`src/mpt_pkg.sv`:
```
// Constants for the prescaler and timer block.
// Assumes an APB slave with 32-bit data; registers sit in the low nibble.
package mpt_pkg;
   // ==========================================================
   // Register word indices, decoded from paddr[5:2] (byte address is four times the index)
   localparam logic [3:0] IDX_PORT_SEL_A   = 4'h4;
   localparam logic [3:0] IDX_FIRST_MODE   = 4'h8;
   localparam logic [3:0] IDX_SECOND_MODE  = 4'h9;
   localparam logic [3:0] IDX_SECOND_LOADL = 4'hA;
   localparam logic [3:0] IDX_SECOND_LOADH = 4'hB;
   localparam logic [3:0] IDX_THIRD_MODE   = 4'hD;
   localparam logic [3:0] IDX_THIRD_LOADL  = 4'hE;
   localparam logic [3:0] IDX_THIRD_LOADH  = 4'hF;
   localparam logic [3:0] IDX_FLAG_WORD1   = 4'h1;
   localparam logic [3:0] IDX_FLAG_WORD2   = 4'h2;
   localparam logic [3:0] IDX_PORT_SEL_B   = 4'h5;
   localparam logic [3:0] IDX_CONTROL      = 4'h6;
   // ==========================================================
   // Field positions
   localparam int TIME_BASE_BIT   = 3;
   localparam int AUTO_RELOAD_BIT = 3;
   localparam int FIRST_IRQ_BIT   = 2;
   localparam int SECOND_IRQ_BIT  = 0;
   localparam int THIRD_IRQ_BIT   = 2;
   localparam int PULSE_SEL_BIT   = 2;
   localparam int EVENT_SEL_BIT   = 3;
   localparam int CTL_WDOG_BIT    = 0;
   localparam int CTL_STOP_BIT    = 1;
   localparam int CTL_WATCH_BIT   = 2;
   // ==========================================================
   // Reset values and codes
   localparam logic [3:0]  NIBBLE_RESET   = 4'h0;
   localparam logic [7:0]  BYTE_RESET     = 8'h00;
   localparam logic [10:0] PRESCALE_RESET = 11'h000;
   localparam logic [7:0]  COUNT_FULL     = 8'hFF;
   localparam logic [2:0]  EVENT_CODE     = 3'h7;
   localparam logic [2:0]  TB_RESET_CODE  = 3'h6;
   localparam logic [2:0]  SUB_DIV_LAST   = 3'h7;
   localparam logic [2:0]  SYNC_SHIFT     = 3'h7;
endpackage

```
`src/mpt_timers.sv`:
```
// Prescalers, three 8-bit timers, flags, watchdog and pulse output.
// Assumes an APB master on pclk; subclock and event pin are asynchronous.
`timescale 1ns/100ps
`default_nettype none
module mpt_timers (
   input  wire logic        pclk,
   input  wire logic        presetn,
   input  wire logic        psel,
   input  wire logic        penable,
   input  wire logic        pwrite,
   input  wire logic [31:0] paddr,
   input  wire logic [31:0] pwdata,
   output logic [31:0]      prdata,
   output logic             pready,
   output logic             pslverr,
   input  wire logic        subclock_in,
   input  wire logic        event_in,
   input  wire logic        standby_mode,
   output logic [10:0]      serial_clock_taps,
   output logic             pulse_output_pin,
   output logic             pulse_output_oe,
   output logic             watchdog_reset
);
   import mpt_pkg::*;

   // ==========================================================
   // Bus decode
   logic [3:0] idx;
   logic       wr_en;
   logic       mapped;
   assign idx     = paddr[5:2];
   assign wr_en   = psel && penable && pwrite;
   assign pready  = 1'b1;
   assign mapped  = (paddr[31:6] == 26'h0) && (paddr[1:0] == 2'h0);
   assign pslverr = psel && penable && !mapped;

   // ==========================================================
   // Registers written by software
   logic [3:0] port_function_select_a;
   logic [3:0] port_function_select_b;
   logic [3:0] first_timer_mode_reg;
   logic [3:0] second_timer_mode_reg;
   logic [3:0] third_timer_mode_reg;
   logic [7:0] second_load_reg;
   logic [7:0] third_load_reg;
   logic       watchdog_enable_flag;
   logic       stop_mode_reg;
   logic       watch_mode_reg;
   logic       second_load_strobe;
   logic       third_load_strobe;
   logic       tb_reset_strobe;
   always_ff @(posedge pclk or negedge presetn) begin
      if (!presetn) begin
         port_function_select_a <= NIBBLE_RESET;
         port_function_select_b <= NIBBLE_RESET;
         first_timer_mode_reg   <= NIBBLE_RESET;
         second_timer_mode_reg  <= NIBBLE_RESET;
         third_timer_mode_reg   <= NIBBLE_RESET;
         watchdog_enable_flag   <= 1'b0;
         stop_mode_reg          <= 1'b0;
         watch_mode_reg         <= 1'b0;
      end else if (wr_en && mapped) begin
         case (idx)
            IDX_PORT_SEL_A:  port_function_select_a <= pwdata[3:0];
            IDX_PORT_SEL_B:  port_function_select_b <= pwdata[3:0];
            IDX_FIRST_MODE:  first_timer_mode_reg   <= pwdata[3:0];
            IDX_SECOND_MODE: second_timer_mode_reg  <= pwdata[3:0];
            IDX_THIRD_MODE:  third_timer_mode_reg   <= pwdata[3:0];
            IDX_CONTROL: begin
               watchdog_enable_flag <= pwdata[CTL_WDOG_BIT];
               stop_mode_reg        <= pwdata[CTL_STOP_BIT];
               watch_mode_reg       <= pwdata[CTL_WATCH_BIT];
            end
            default: ;
         endcase
      end
   end

   // High nibble write loads the counter
   always_ff @(posedge pclk or negedge presetn) begin
      if (!presetn) begin
         second_load_reg <= BYTE_RESET;
         third_load_reg  <= BYTE_RESET;
      end else if (wr_en && mapped) begin
         case (idx)
            IDX_SECOND_LOADL: second_load_reg[3:0] <= pwdata[3:0];
            IDX_SECOND_LOADH: second_load_reg[7:4] <= pwdata[3:0];
            IDX_THIRD_LOADL:  third_load_reg[3:0]  <= pwdata[3:0];
            IDX_THIRD_LOADH:  third_load_reg[7:4]  <= pwdata[3:0];
            default: ;
         endcase
      end
   end
   assign second_load_strobe = wr_en && mapped && (idx == IDX_SECOND_LOADH);
   assign third_load_strobe  = wr_en && mapped && (idx == IDX_THIRD_LOADH);
   // Counter-reset code clears in time-base mode
   assign tb_reset_strobe = wr_en && mapped && (idx == IDX_FIRST_MODE) &&
                            pwdata[TIME_BASE_BIT] && (pwdata[2:0] == TB_RESET_CODE);

   // ==========================================================
   // Input synchronisers: two last stages must agree
   logic [2:0] sub_sync;
   logic [2:0] evt_sync;
   logic       sub_level;
   logic       evt_level;
   logic       sub_rise;
   logic       evt_rise;
   always_ff @(posedge pclk or negedge presetn) begin
      if (!presetn) begin
         sub_sync  <= 3'h0;
         evt_sync  <= 3'h0;
         sub_level <= 1'b0;
         evt_level <= 1'b0;
      end else begin
         sub_sync <= {sub_sync[1:0], subclock_in};
         evt_sync <= {evt_sync[1:0], event_in};
         if (sub_sync[2] == sub_sync[1])
            sub_level <= sub_sync[2];
         if (evt_sync[2] == evt_sync[1])
            evt_level <= evt_sync[2];
      end
   end
   assign sub_rise = (sub_sync[2] == sub_sync[1]) && sub_sync[2] && !sub_level;
   // Event counted on falling edge, as the pin is active low
   assign evt_rise = (evt_sync[2] == evt_sync[1]) && !evt_sync[2] && evt_level;

   // ==========================================================
   // Prescalers
   logic [10:0] sys_prescale;
   logic [10:0] sys_tick;
   logic [2:0]  sub_div;
   logic [4:0]  sub_prescale;
   logic [4:0]  sub_tick;
   logic        sub_step;
   logic        halted;
   assign halted = stop_mode_reg || watch_mode_reg;
   // Clears on reset, counts from release
   // Halts in stop or watch mode
   always_ff @(posedge pclk or negedge presetn) begin
      if (!presetn)
         sys_prescale <= PRESCALE_RESET;
      else if (!halted)
         sys_prescale <= sys_prescale + 11'h001;
   end
   // Tap pulses when bit i rises
   genvar gi;
   generate
      for (gi = 0; gi < 11; gi++) begin : g_sys_tap
         if (gi == 0) begin : g_first
            assign sys_tick[gi] = !halted && !sys_prescale[0];
         end else begin : g_rest
            assign sys_tick[gi] = !halted && (sys_prescale[gi-1:0] == {gi{1'b1}})
                                  && !sys_prescale[gi];
         end
      end
      for (gi = 0; gi < 5; gi++) begin : g_sub_tap
         if (gi == 0) begin : g_first
            assign sub_tick[gi] = sub_step && !sub_prescale[0];
         end else begin : g_rest
            assign sub_tick[gi] = sub_step && (sub_prescale[gi-1:0] == {gi{1'b1}})
                                  && !sub_prescale[gi];
         end
      end
   endgenerate
   assign serial_clock_taps = sys_prescale;
   always_ff @(posedge pclk or negedge presetn) begin
      if (!presetn) begin
         sub_div      <= 3'h0;
         sub_prescale <= 5'h00;
      end else if (tb_reset_strobe) begin
         sub_div      <= 3'h0;
         sub_prescale <= 5'h00;
      end else if (sub_rise) begin
         sub_div <= sub_div + 3'h1;
         if (sub_step)
            sub_prescale <= sub_prescale + 5'h01;
      end
   end
   assign sub_step = sub_rise && (sub_div == SUB_DIV_LAST);

   // ==========================================================
   // Clock selection, tap n pulses every 2^(n+1) cycles
   logic first_clk;
   logic second_clk;
   logic third_clk;
   always_comb begin
      first_clk = 1'b0;
      if (first_timer_mode_reg[TIME_BASE_BIT]) begin
         case (first_timer_mode_reg[2:0])
            3'h0: first_clk = sub_tick[4];
            3'h1: first_clk = sub_tick[3];
            3'h2: first_clk = sub_tick[2];
            3'h3: first_clk = sub_tick[0];
            3'h4: first_clk = sub_rise && sub_div[1:0] == 2'h3;
            default: first_clk = 1'b0;
         endcase
      end else begin
         case (first_timer_mode_reg[2:0])
            3'h0: first_clk = sys_tick[10];
            3'h1: first_clk = sys_tick[9];
            3'h2: first_clk = sys_tick[8];
            3'h3: first_clk = sys_tick[6];
            3'h4: first_clk = sys_tick[4];
            3'h5: first_clk = sys_tick[2];
            3'h6: first_clk = sys_tick[1];
            default: first_clk = sys_tick[0];
         endcase
      end
   end
   // Codes 0-6 divide, 7 external event
   always_comb begin
      case (second_timer_mode_reg[2:0])
         3'h0: second_clk = sys_tick[10];
         3'h1: second_clk = sys_tick[8];
         3'h2: second_clk = sys_tick[6];
         3'h3: second_clk = sys_tick[4];
         3'h4: second_clk = sys_tick[2];
         3'h5: second_clk = sys_tick[1];
         3'h6: second_clk = sys_tick[0];
         default: second_clk = evt_rise && port_function_select_a[EVENT_SEL_BIT];
      endcase
   end
   // Third timer: ratios past the shown codes reuse the fast taps
   always_comb begin
      case (third_timer_mode_reg[2:0])
         3'h0: third_clk = sys_tick[10];
         3'h1: third_clk = sys_tick[9];
         3'h2: third_clk = sys_tick[8];
         3'h3: third_clk = sys_tick[6];
         3'h4: third_clk = sys_tick[4];
         3'h5: third_clk = sys_tick[2];
         3'h6: third_clk = sys_tick[1];
         default: third_clk = sys_tick[0];
      endcase
   end

   // ==========================================================
   // Counters
   logic [7:0] first_count;
   logic [7:0] second_count;
   logic [7:0] third_count;
   logic       first_ovf;
   logic       second_ovf;
   logic       third_ovf;
   assign first_ovf  = first_clk && (first_count == COUNT_FULL);
   assign second_ovf = second_clk && (second_count == COUNT_FULL);
   assign third_ovf  = third_clk && (third_count == COUNT_FULL);
   // First counter wraps to zero after all ones; second and third reload the load value when auto-reload is set
   always_ff @(posedge pclk or negedge presetn) begin
      if (!presetn)
         first_count <= BYTE_RESET;
      else if (tb_reset_strobe)
         first_count <= BYTE_RESET;
      else if (first_clk)
         first_count <= first_count + 8'h01;
   end
   always_ff @(posedge pclk or negedge presetn) begin
      if (!presetn)
         second_count <= BYTE_RESET;
      else if (second_load_strobe)
         second_count <= {pwdata[3:0], second_load_reg[3:0]};
      else if (second_ovf)
         second_count <= second_timer_mode_reg[AUTO_RELOAD_BIT] ? second_load_reg
                                                                : BYTE_RESET;
      else if (second_clk)
         second_count <= second_count + 8'h01;
   end
   always_ff @(posedge pclk or negedge presetn) begin
      if (!presetn)
         third_count <= BYTE_RESET;
      else if (third_load_strobe)
         third_count <= {pwdata[3:0], third_load_reg[3:0]};
      else if (third_ovf)
         third_count <= third_timer_mode_reg[AUTO_RELOAD_BIT] ? third_load_reg
                                                              : BYTE_RESET;
      else if (third_clk)
         third_count <= third_count + 8'h01;
   end

   // ==========================================================
   // Interrupt request flags; set wins over a same-cycle clear
   logic first_timer_irq_flag;
   logic second_timer_irq_flag;
   logic third_timer_irq_flag;
   logic clr1;
   logic clr2;
   assign clr1 = wr_en && mapped && (idx == IDX_FLAG_WORD1);
   assign clr2 = wr_en && mapped && (idx == IDX_FLAG_WORD2);
   always_ff @(posedge pclk or negedge presetn) begin
      if (!presetn) begin
         first_timer_irq_flag  <= 1'b0;
         second_timer_irq_flag <= 1'b0;
         third_timer_irq_flag  <= 1'b0;
      end else begin
         if (first_ovf)
            first_timer_irq_flag <= 1'b1;
         else if (clr1)
            first_timer_irq_flag <= pwdata[FIRST_IRQ_BIT];
         if (second_ovf)
            second_timer_irq_flag <= 1'b1;
         else if (clr2)
            second_timer_irq_flag <= pwdata[SECOND_IRQ_BIT];
         if (third_ovf)
            third_timer_irq_flag <= 1'b1;
         else if (clr2)
            third_timer_irq_flag <= pwdata[THIRD_IRQ_BIT];
      end
   end

   // ==========================================================
   // Watchdog and pulse output
   // Overflow with watchdog on resets device
   // No clock tick, no overflow, no reset
   // Standby does not gate the request
   always_ff @(posedge pclk or negedge presetn) begin
      if (!presetn)
         watchdog_reset <= 1'b0;
      else
         watchdog_reset <= third_ovf && watchdog_enable_flag;
   end
   // Without auto-reload, high from load value until wrap
   // Holds level while timer is stopped
   always_ff @(posedge pclk or negedge presetn) begin
      if (!presetn)
         pulse_output_pin <= 1'b0;
      else if (third_ovf)
         pulse_output_pin <= 1'b0;
      // Loading puts the count at the load value, so the high phase starts
      else if (third_load_strobe)
         pulse_output_pin <= 1'b1;
      else if (third_clk && (third_count + 8'h01 == third_load_reg))
         pulse_output_pin <= 1'b1;
   end
   assign pulse_output_oe = port_function_select_b[PULSE_SEL_BIT];

   // ==========================================================
   // Read data: mode registers read as zero; load addresses return the counter nibbles
   always_ff @(posedge pclk or negedge presetn) begin
      if (!presetn)
         prdata <= 32'h0000_0000;
      else if (psel && !penable && !pwrite) begin
         prdata <= 32'h0000_0000;
         case (paddr[5:2])
            IDX_PORT_SEL_A:   prdata[3:0] <= port_function_select_a;
            IDX_PORT_SEL_B:   prdata[3:0] <= port_function_select_b;
            IDX_FLAG_WORD1:   prdata[FIRST_IRQ_BIT] <= first_timer_irq_flag;
            IDX_FLAG_WORD2: begin
               prdata[SECOND_IRQ_BIT] <= second_timer_irq_flag;
               prdata[THIRD_IRQ_BIT]  <= third_timer_irq_flag;
            end
            IDX_SECOND_LOADL: prdata[3:0] <= second_count[3:0];
            IDX_SECOND_LOADH: prdata[3:0] <= second_count[7:4];
            IDX_THIRD_LOADL:  prdata[3:0] <= third_count[3:0];
            IDX_THIRD_LOADH:  prdata[3:0] <= third_count[7:4];
            IDX_CONTROL:      prdata[2:0] <= {watch_mode_reg, stop_mode_reg,
                                              watchdog_enable_flag};
            default: ;
         endcase
      end
   end
   logic unused_standby;
   assign unused_standby = standby_mode;

   // ==========================================================
   // Checks
   AST_FIRST_FLAG: assert property (@(posedge pclk) disable iff (!presetn)
      first_ovf |=> first_timer_irq_flag) else $error("first flag not set");
   AST_SECOND_FLAG: assert property (@(posedge pclk) disable iff (!presetn)
      second_ovf |=> second_timer_irq_flag) else $error("second flag not set");
   AST_THIRD_FLAG: assert property (@(posedge pclk) disable iff (!presetn)
      third_ovf |=> third_timer_irq_flag) else $error("third flag not set");
   AST_FIRST_WRAP: assert property (@(posedge pclk) disable iff (!presetn)
      first_ovf && !tb_reset_strobe |=> first_count == 8'h00) else $error("no wrap");
   AST_SECOND_RELOAD: assert property (@(posedge pclk) disable iff (!presetn)
      second_ovf && !second_load_strobe |=> second_count ==
      (($past(second_timer_mode_reg[3])) ? $past(second_load_reg) : 8'h00))
      else $error("bad reload");
   AST_LOAD_HIGH: assert property (@(posedge pclk) disable iff (!presetn)
      third_load_strobe |=> third_count == third_load_reg)
      else $error("load missed");
   AST_WATCHDOG: assert property (@(posedge pclk) disable iff (!presetn)
      third_ovf && watchdog_enable_flag |=> watchdog_reset)
      else $error("watchdog missed");
   AST_PRESCALE_HALT: assert property (@(posedge pclk) disable iff (!presetn)
      halted |=> $stable(sys_prescale)) else $error("prescaler ran");
endmodule
`default_nettype wire

```
`config.mk`:
```
export PLATFORM = sky130hd
export DESIGN_NAME = mpt_timers
export DESIGN_NICKNAME = d
export VERILOG_FILES = /design/src/mpt_pkg.sv /design/src/mpt_timers.sv
export SDC_FILE = /design/constraint.sdc
export NUM_CORES = 1
export LEC_CHECK = 0
export ABC_AREA = 1
export BUFFER_PORTS_ARGS = -buffer_cell sky130_fd_sc_hd__buf_2
export CELL_PAD_IN_SITES_DETAIL_PLACEMENT = 0
export CELL_PAD_IN_SITES_GLOBAL_PLACEMENT = 1
export CORE_MARGIN = 8
export CORE_UTILIZATION = 40
export DETAILED_ROUTE_END_ITERATION = 6
export GPL_TIMING_DRIVEN = 0
export PLACE_DENSITY_LB_ADDON = 0.2
export SYNTH_ARGS = -nofsm -noshare
export SYNTH_HDL_FRONTEND = slang
export SYNTH_SLANG_ARGS = --single-unit
```
`constraint.sdc`:
```
create_clock -name pclk -period 2.15 [get_ports pclk]
set_input_delay 0.215 -clock pclk [delete_from_list [all_inputs] [get_ports pclk]]
set_output_delay 0.215 -clock pclk [all_outputs]
set_load 0.01 [all_outputs]
```
==> results of run 1 <==
-- timing repair --
action,4_1_cts,5_1_grt
hold endpoints to repair,33,0
pin swaps,1,7
setup endpoints to repair,20,28
gates resized for setup,8,12
buffers inserted,5,9
hold buffers,3,0
-- cells in the final DEF, fill, tap and decap left out, types with 3 or more instances in the layout --
cell             n
a21oi_1          3
nand3_1         73
dfrtp_1         97
dlygate4sd3_1    3
nor2_2           5
nand3b_1         5
ha_1            10
or2_2            3
o21ai_0         57
xor2_1          18
conb_1          29
inv_1           98
xnor2_1          7
nor2_4           6
nand2_1        250
a221oi_1         3
nand4_1         30
buf_2           63
nand2_4          6
o22ai_1          3
nand2_2          8
nor3_1           7
buf_4           46
nand3_4          3
inv_2            6
clkbuf_16        9
nor2_1          59
-- power groups by stage --
| stage | clock (mW) | sequential (mW) | combinational (mW) |
|---|---|---|---|
| detailed placement | 0 | 2.01 | 0.351 |
| floorplan | 0 | 2.00 | 0.208 |
| global placement | 0 | 2.00 | 0.342 |
| CTS | 1.70 | 1.97 | 0.356 |
| global route | 1.78 | 1.98 | 0.408 |
| finish | 1.66 | 1.97 | 0.350 |
-- layer usage --
metal,global-route usage (%),vias up,wire (um)
met5,0,-,20
met4,3.66,4,102
met3,4.92,13,965
met2,25.9,119,7030
met1,22.8,2399,7970
li1,-,2814,-
-- worst paths after layout --
kind,startpoint,endpoint
hold reg to reg,sub_sync[0],sub_sync[1]
setup / recovery,serial_clock_taps[0],third_count[7]
max in group asynchronous,presetn,second_load_reg[6]
setup reg to reg,serial_clock_taps[0],third_count[7]
min in group asynchronous,presetn,serial_clock_taps[3]
hold / removal,pwdata[1],second_load_reg[5]
-- per-stage QoR --
stage	utilization, %	hold slack [ns]
finish	48.3	0.145
global placement	44.8	0.324
CTS	47.6	0.137
floorplan	-	-0.0806
global route	48.3	0.160
detailed placement	45.0	0.197
-- logic make-up after synthesis --
family | synth area share [%]
other | 0.123
xor gates and xnor gates | 3.58
AOI/OAI and AO/OA | 6.69
muxes | 0.184
DFF | 40.5
adders and majority gates | 2.25
and+or+nand+nor | 36.0
buffers and inverters | 10.6
-- worst max-delay path, cell delays in order (launching register included) --
cell      delay, ns
dfrtp_2        0.43
ha_4           0.17
nand3_4        0.07
nor2_1         0.06
ha_1           0.17
nand2_1        0.07
nor2_2         0.05
nand3_1        0.08
nand3_2        0.08
nand2b_4       0.16
nor2_4         0.25
nand4_1        0.14
nand2_1        0.09
inv_1          0.04
nand2_1        0.04
-- area by class of cell --
class | count | share of cell area (%)
Inverter | 105 | 5.48
Clock buffer | 11 | 3.33
Buffer | 35 | 3.45
Tap cell | 188 | 3.23
Sequential cell | 99 | 34.0
Clock inverter | 4 | 0.704
Timing Repair Buffer | 79 | 6.46
Multi-Input combinational cell | 608 | 43.3
==> impl_metrics.toml, run 1 <==
[status]
status = "finished, final reports clean"

[clock_tree]
htree_levels = 3
cts_made_buffers = 9
clock_latency_ns = 0.35
clockBufferDepth = 2
clkTransAtPathRegs_ns = 0.07
cts_sinks = 99
cts-root-buf = "clkbuf_16"
cts_tree = "built"

[synthesis]
synth_cells = 820
ys_seq_elements = 99
yosysSeqAreaShare_pct = 40.5
synthTopCellsByCount = "252 x nand2_1, 99 x dfrtp_1, 98 x inv_1"
netlist_area_um2 = 6110
synth_cell_type_count = 43
synth_edf_count = 0
async_flop_share_pct = 100
synth_top_cell_area_share_pct = 40.5
ys_top_cells_by_area = "dfrtp_1 41%, nand2_1 15%, nand3_1 6.1%"
ys.flop_type = "dfrtp_1"
yosysWarnings = 0
syn_avg_cell_area_um2 = 7.45
yosysMostFrequentCell = "nand2_1"
synth_area_leader_cell = "dfrtp_1"

[drt]
routed_wl_um = 16100
drc = 0
antenna_left = 0
drt_iter0_markers = 337
viasPerCell = 4.74
wl_per_cell_um = 14.2
dr.pass1.iters = 4
vias = 5349

[die]
row_count = 45
io_pins = 120
die-area_um2 = 19500
initial_core_util_pct = 40.5
die_w_um = 140
coreArea_um2 = 15100
die_h_um = 140

[sta]
clock_skew_ns = 0.00967
period_share_pct = 91.9
fmax_ghz = 0.506
setup-violations-final = 0
fin_crit_ns = 1.98
rsz0062_at_grt = "no"
max-slew-margin-rel_pct = 62.7
worstMarginPinSlew_ns = 0.558
finalHoldViolations = 0
fin_setup_tns_ns = 0
slew_viol_final = 0
fin_ws_ns = 0.174

[finish]
area_growth_pct = 19.2
diodes = 0
largest_reg_flops = 11
regArea_um2 = 2480
nNetsFinal = 1020
multi_input_area_um2 = 3160
fill_cells = 1572
drive_above_1_share_pct = 18.9
fin_cells = 1129
final_cell_area_um2 = 7290

[place]
place_ws_ns = -0.174
io_buffers = 61
placed_cells = 1097
place_congestion = 0.794
dpl_cell_area_um2 = 6780
dp_hpwl_um = 11800

[power]
total_power_mw = 3.98
powerDensity_nw_per_um2 = 546
pwr-share-seq_pct = 49.5
swShare_pct = 24.4
ir_drop_v = 0.000458
p_leak_nw = 3.88
pwr-share-comb_pct = 8.8
switchingPower_uw = 971
intPower_mw = 3.00
clockPowerShare_pct = 41.7

[grt]
antenna_found_initial = 2
grt_pass1_wl_um = 26600
grt_overflow = 0
gr-usage-all-layers_pct = 16.8
grt_pass1_vias = 5215
grt_max_degree = 69

[worst_setup_path]
path_class = "register to register"
startpoint_type = "register"
critPathMaxFanout = 8
crit_arrival_ns = 2.27
endpoint_kind = "register"
r2r_cells = 14
crit_required_ns = 2.44
rrSetupSlack_ns = 0.17

[hold_path]
hold_path.class = "primary input to register"
holdPathStages = 3

[flow_run]
drv_cap = 0
No activity file was read; power rests on OpenSTA's default activity.
==> run 2: changes to the inputs <==
--- a/config.mk
+++ b/config.mk
@@ -12,7 +12,6 @@
 export CORE_MARGIN = 8
 export CORE_UTILIZATION = 40
 export DETAILED_ROUTE_END_ITERATION = 6
-export GPL_TIMING_DRIVEN = 0
 export PLACE_DENSITY_LB_ADDON = 0.2
 export SYNTH_ARGS = -nofsm -noshare
 export SYNTH_HDL_FRONTEND = slang
==> impl_metrics.toml, run 2 (synthesized netlist as in run 1, its figures left out) <==
[worst_setup_path]
worstReg2RegEnd = "third_count[0]"
slowest_delay_ns = 0.42
critical_path.endpoint = "third_count[0]"
endpoint_kind = "register"
rrSetupSlack_ns = 0.12
critPathTopFamily = "simple AND/OR/NAND/NOR gates"
r2r_cells = 15
path_depth = 15
crit_buf_inv = 1
critPathMaxFanout = 5
cp_slowest_cell = "dfrtp_1"
timing.rr.start = "serial_clock_taps[1]"
startpoint_type = "register"
crit_required_ns = 2.40
path_class = "register to register"
path_common_cell = "nand2_1"
crit_arrival_ns = 2.28
cp-startpoint = "serial_clock_taps[1]"
cp_cell_sequence = "ha_4 -> nand3_4 -> nor2_1 -> ha_1 -> nand2_1 -> nor2_2 -> nand3_1 -> nand3_2 -> a21oi_4 -> nand3_4 -> nand2_4 -> clkbuf_2 -> nand2_1 -> nand3_1 -> nand2_1"

[power]
ir_drop_v = 0.000378
p_leak_nw = 3.80
powerDensity_nw_per_um2 = 563

[drt]
antenna_left = 0
viasPerCell = 4.99
wl_per_cell_um = 14.3
top_layer_used = "met5"
drc = 0
dr.pass1.iters = 5
vias = 5537
routed_wl_um = 15900
dr_wl_met3_um = 988
drt_iter0_markers = 395
routedLengthMet1_um = 7580
wl_met2_um = 7110

[grt]
grt_max_degree = 44
antenna_found_initial = 1
gr-usage-all-layers_pct = 16.4
grt_overflow = 0
grt_pass1_vias = 5032
grt_pass1_wl_um = 25800

[die]
die_h_um = 140
die_w_um = 140
coreArea_um2 = 15100
row_count = 45
io_pins = 120
initial_core_util_pct = 40.5
die-area_um2 = 19500

[clock_tree]
cts_sinks = 99
clockBufferDepth = 2
htree_levels = 3
clkTransAtPathRegs_ns = 0.07
cts_tree = "built"
cts_made_buffers = 9
cts-root-buf = "clkbuf_16"
clock_latency_ns = 0.36

[finish]
fill_cells = 1515
diodes = 0
layout_common_cells = "251 x nand2_1, 99 x dfrtp_1, 98 x inv_1"
nNetsFinal = 1000
drive_above_1_share_pct = 16.9
multi_input_area_um2 = 3140
largest_reg_flops = 11
regArea_um2 = 2480
area_growth_pct = 17.1
fin_cells = 1110
final_common_cell = "nand2_1"

[sta]
slew_viol_final = 0
fin_ws_ns = 0.118
finalHoldViolations = 0
fin_crit_ns = 2.03
clock_skew_ns = 0.00650
period_share_pct = 94.5
setup-violations-final = 0
fmax_ghz = 0.492

[hold_path]
holdPathStages = 3
hold_path.class = "primary input to register"

[place]
place_congestion = 0.825
io_buffers = 61
dp_hpwl_um = 11900
place_ws_ns = 0.0211
placed_cells = 1083

[status]
status = "finished, final reports clean"

[flow_run]
drv_cap = 0
[run 2: worst min-delay path by stage]
stage / start / to / slack [ns]
4_1_cts: pwdata[1] / second_load_reg[5] / 0.13
3_3_place_gp: presetn / serial_clock_taps[3] / 0.1
5_1_grt: pwdata[1] / second_load_reg[5] / 0.14
2_1_floorplan: presetn / evt_level / -0.08
3_5_place_dp: presetn / serial_clock_taps[3] / 0.10
6_report: pwdata[1] / second_load_reg[5] / 0.14
[run 2: metrics by stage]
step / area [um2] / TNS, ns / total power [mW] / hold slack, ns / util, %
3_5_place_dp: 6700 / 0 / 2.33 / 0.103 / 44.4
6_report: 7160 / 0 / 4.03 / 0.142 / 47.4
4_1_cts: 7050 / 0 / 4.09 / 0.129 / 46.7
2_1_floorplan: 6210 / 0 / 2.21 / -0.0806 / -
3_3_place_gp: 6700 / 0 / 2.31 / 0.0965 / 44.4
5_1_grt: 7160 / -0.00218 / 4.24 / 0.138 / 47.4
[run 2: repair_timing]
item,in CTS,in global routing
resized for setup,0,12
endpoints found under the hold margin,15,0
hold buffers,3,0
setup endpoints to repair,0,27
setup buffers,0,8
[run 2: area by class of cell]
cell class                 instances  area share (%)
multi-input combinational        608            43.9
tap                              188            3.29
clock buffer                      12            3.72
clock inverter                     4           0.787
timing repair buffer              94            8.18
sequential                        99            34.6
inverter                         105            5.54
[run 2: per-layer routing]
| layer | vias up | GRT usage (%) |
|---|---|---|
| met5 | - | 0 |
| met4 | 2 | 5.31 |
| met3 | 16 | 4.24 |
| met2 | 142 | 25.2 |
| met1 | 2590 | 22.1 |
| li1 | 2787 | - |
[run 2: report_power, final]
| group | switching (mW) | internal, mW |
|---|---|---|
| clock | 0.728 | 1.01 |
| combinational | 0.199 | 0.122 |
| sequential | 0.0473 | 1.92 |
[run 2: worst min-delay path: stages]
cell and delay, ns:
buf_2 0.11, nand2_1 0.07, nand2_1 0.06
==> run 3: changes to the inputs <==
--- a/config.mk
+++ b/config.mk
@@ -10,7 +10,8 @@
 export CELL_PAD_IN_SITES_DETAIL_PLACEMENT = 0
 export CELL_PAD_IN_SITES_GLOBAL_PLACEMENT = 1
 export CORE_MARGIN = 8
-export CORE_UTILIZATION = 40
+export CORE_UTILIZATION = 43
+export CTS_CLUSTER_DIAMETER = 150
 export DETAILED_ROUTE_END_ITERATION = 6
 export PLACE_DENSITY_LB_ADDON = 0.2
 export SYNTH_ARGS = -nofsm -noshare
==> constraint.sdc (replaced) <==
create_clock -name pclk -period 2.4 [get_ports pclk]
set_input_delay 0.24 -clock pclk [delete_from_list [all_inputs] [get_ports pclk]]
set_output_delay 0.24 -clock pclk [all_outputs]
set_load 0.01 [all_outputs]
==> impl_metrics.toml, run 3 (synthesized netlist as in run 1, its figures left out) <==
[status]
status = "finished with violations"
violations = "negative hold slack"

[sta]
worstMarginPinSlew_ns = 0.800
whs_ns = -0.0344
period_share_pct = 91.8
rsz0062_at_grt = "no"
slew_viol_final = 0
clock_skew_ns = 0.00972
finalHoldViolations = 34
fin_setup_tns_ns = 0
fmax_ghz = 0.454
fin_crit_ns = 2.20
max-slew-margin-rel_pct = 46.7
setup-violations-final = 0

[grt]
gr-usage-all-layers_pct = 17.4
grt_overflow = 0
grt_max_degree = 60
grt_pass1_wl_um = 26000
grt_pass1_vias = 5187
antenna_found_initial = 0

[finish]
drive_above_1_share_pct = 14.2
final_cell_area_um2 = 6900
nNetsFinal = 975
multi_input_area_um2 = 3100
largest_reg_flops = 11
area_growth_pct = 13.0
regArea_um2 = 2480
diodes = 0
fill_cells = 1382
final_common_cell = "nand2_1"
layout_common_cells = "252 x nand2_1, 98 x inv_1, 97 x dfrtp_1"

[drt]
routed_wl_um = 15700
antenna_left = 0
wl_per_cell_um = 14.6
dr.pass1.iters = 5
drc = 0
viasPerCell = 5.03
drt_iter0_markers = 378
vias = 5417

[worst_setup_path]
timing.rr.start = "serial_clock_taps[1]"
rrSetupSlack_ns = 0.20
endpoint_kind = "register"
worstReg2RegEnd = "third_count[1]"
cp-startpoint = "serial_clock_taps[1]"
path_class = "register to register"
r2r_cells = 14
critical_path.endpoint = "third_count[1]"
crit_required_ns = 2.69
critPathMaxFanout = 10
crit_arrival_ns = 2.49
startpoint_type = "register"

[place]
dpl_cell_area_um2 = 6550
dp_hpwl_um = 11600
place_congestion = 0.881
io_buffers = 61

[die]
die-area_um2 = 18300
coreArea_um2 = 13900
die_w_um = 135
die_h_um = 135
initial_core_util_pct = 44.0
io_pins = 120
row_count = 43

[clock_tree]
clkTransAtPathRegs_ns = 0.07
cts_sinks = 99
clock_latency_ns = 0.35
htree_levels = 3
cts-root-buf = "clkbuf_16"
clockBufferDepth = 2
cts_tree = "built"
cts_made_buffers = 9

[flow_run]
drv_cap = 0

[power]
powerDensity_nw_per_um2 = 524
ir_drop_v = 0.000322
p_leak_nw = 3.65

[hold_path]
hold_path.class = "primary input to async pin"
run 3: cell count changes in the layout (fill, tap and decap cells not counted), sizes merged:
cell and change:
clkbuf -4, dlygate4sd3 -1, clkinvlp +1, bufinv +1
buf -23
run 3: power breakdown:
part           internal, mW  switching, mW
Sequential             1.72         0.0414
Combinational         0.104          0.176
Clock                 0.912          0.662
Total                  2.74          0.880
run 3: metrics by stage:
stage | utilization, % | cells | total power, mW | hold slack (ns) | setup WS, ns
final | 49.7 | 1076 | 3.62 | -0.0344 | 0.198
after global routing | 49.7 | 1076 | 3.78 | 0.0217 | 0.0314
after CTS | 49.6 | 1076 | 3.67 | 0.00150 | 0.0952
after detailed placement | 47.2 | 1059 | 2.08 | 0.339 | 0.112
after global placement | 47.2 | 1059 | 2.06 | 0.335 | 0.196
after floorplan | - | 847 | 1.98 | -0.0556 | 0.421
run 3: routing by layer:
layer  GRT usage, %  vias up  part of all wire (%)
li1               -     2720                     -
met1           23.2     2525                    46
met2           27.6      160                    46
met3           3.78       12                   6.5
met4           5.55        0                   1.2
met5              0        -                     0
run 3: critical path, cell delays in order, from the launching register on:
cell and delay (ns):
dfrtp_2 0.41, ha_2 0.22, nand3_4 0.12, nor2_1 0.15, ha_1 0.16, nand2_1 0.06
nor2_1 0.20, nand3_1 0.10, nand3_1 0.11, a21oi_1 0.06, nand3_2 0.18, nand2_4 0.14
nand2_1 0.10, nand3_1 0.07, nand2_1 0.07
run 3: repair_timing:
item / 4_1_cts / 5_1_grt
hold buffers: 2 / 0
endpoints found under the hold margin: 2 / 0
setup endpoints to repair: 0 / 17
gates resized for setup: 0 / 6
setup buffers: 0 / 0
run 3: cell type report:
type                       instances  share of cell area [%]
multi-input combinational        608                    44.9
sequential                        99                    35.9
inverter                         105                    5.74
timing repair buffer              69                    5.58
clock buffer                       9                    3.26
tap                              180                    3.26
clock inverter                     6                    1.30
run 3: how the worst min path moves through the flow:
stage / slack (ns) / end / depth (start not counted)
6_report: -0.03 / serial_clock_taps[10] / 1
5_1_grt: 0.02 / serial_clock_taps[10] / 1
4_1_cts: 0.002 / serial_clock_taps[10] / 1
3_5_place_dp: 0.34 / sub_sync[1] / 0
3_3_place_gp: 0.34 / evt_sync[1] / 0
2_1_floorplan: -0.06 / evt_level / 0
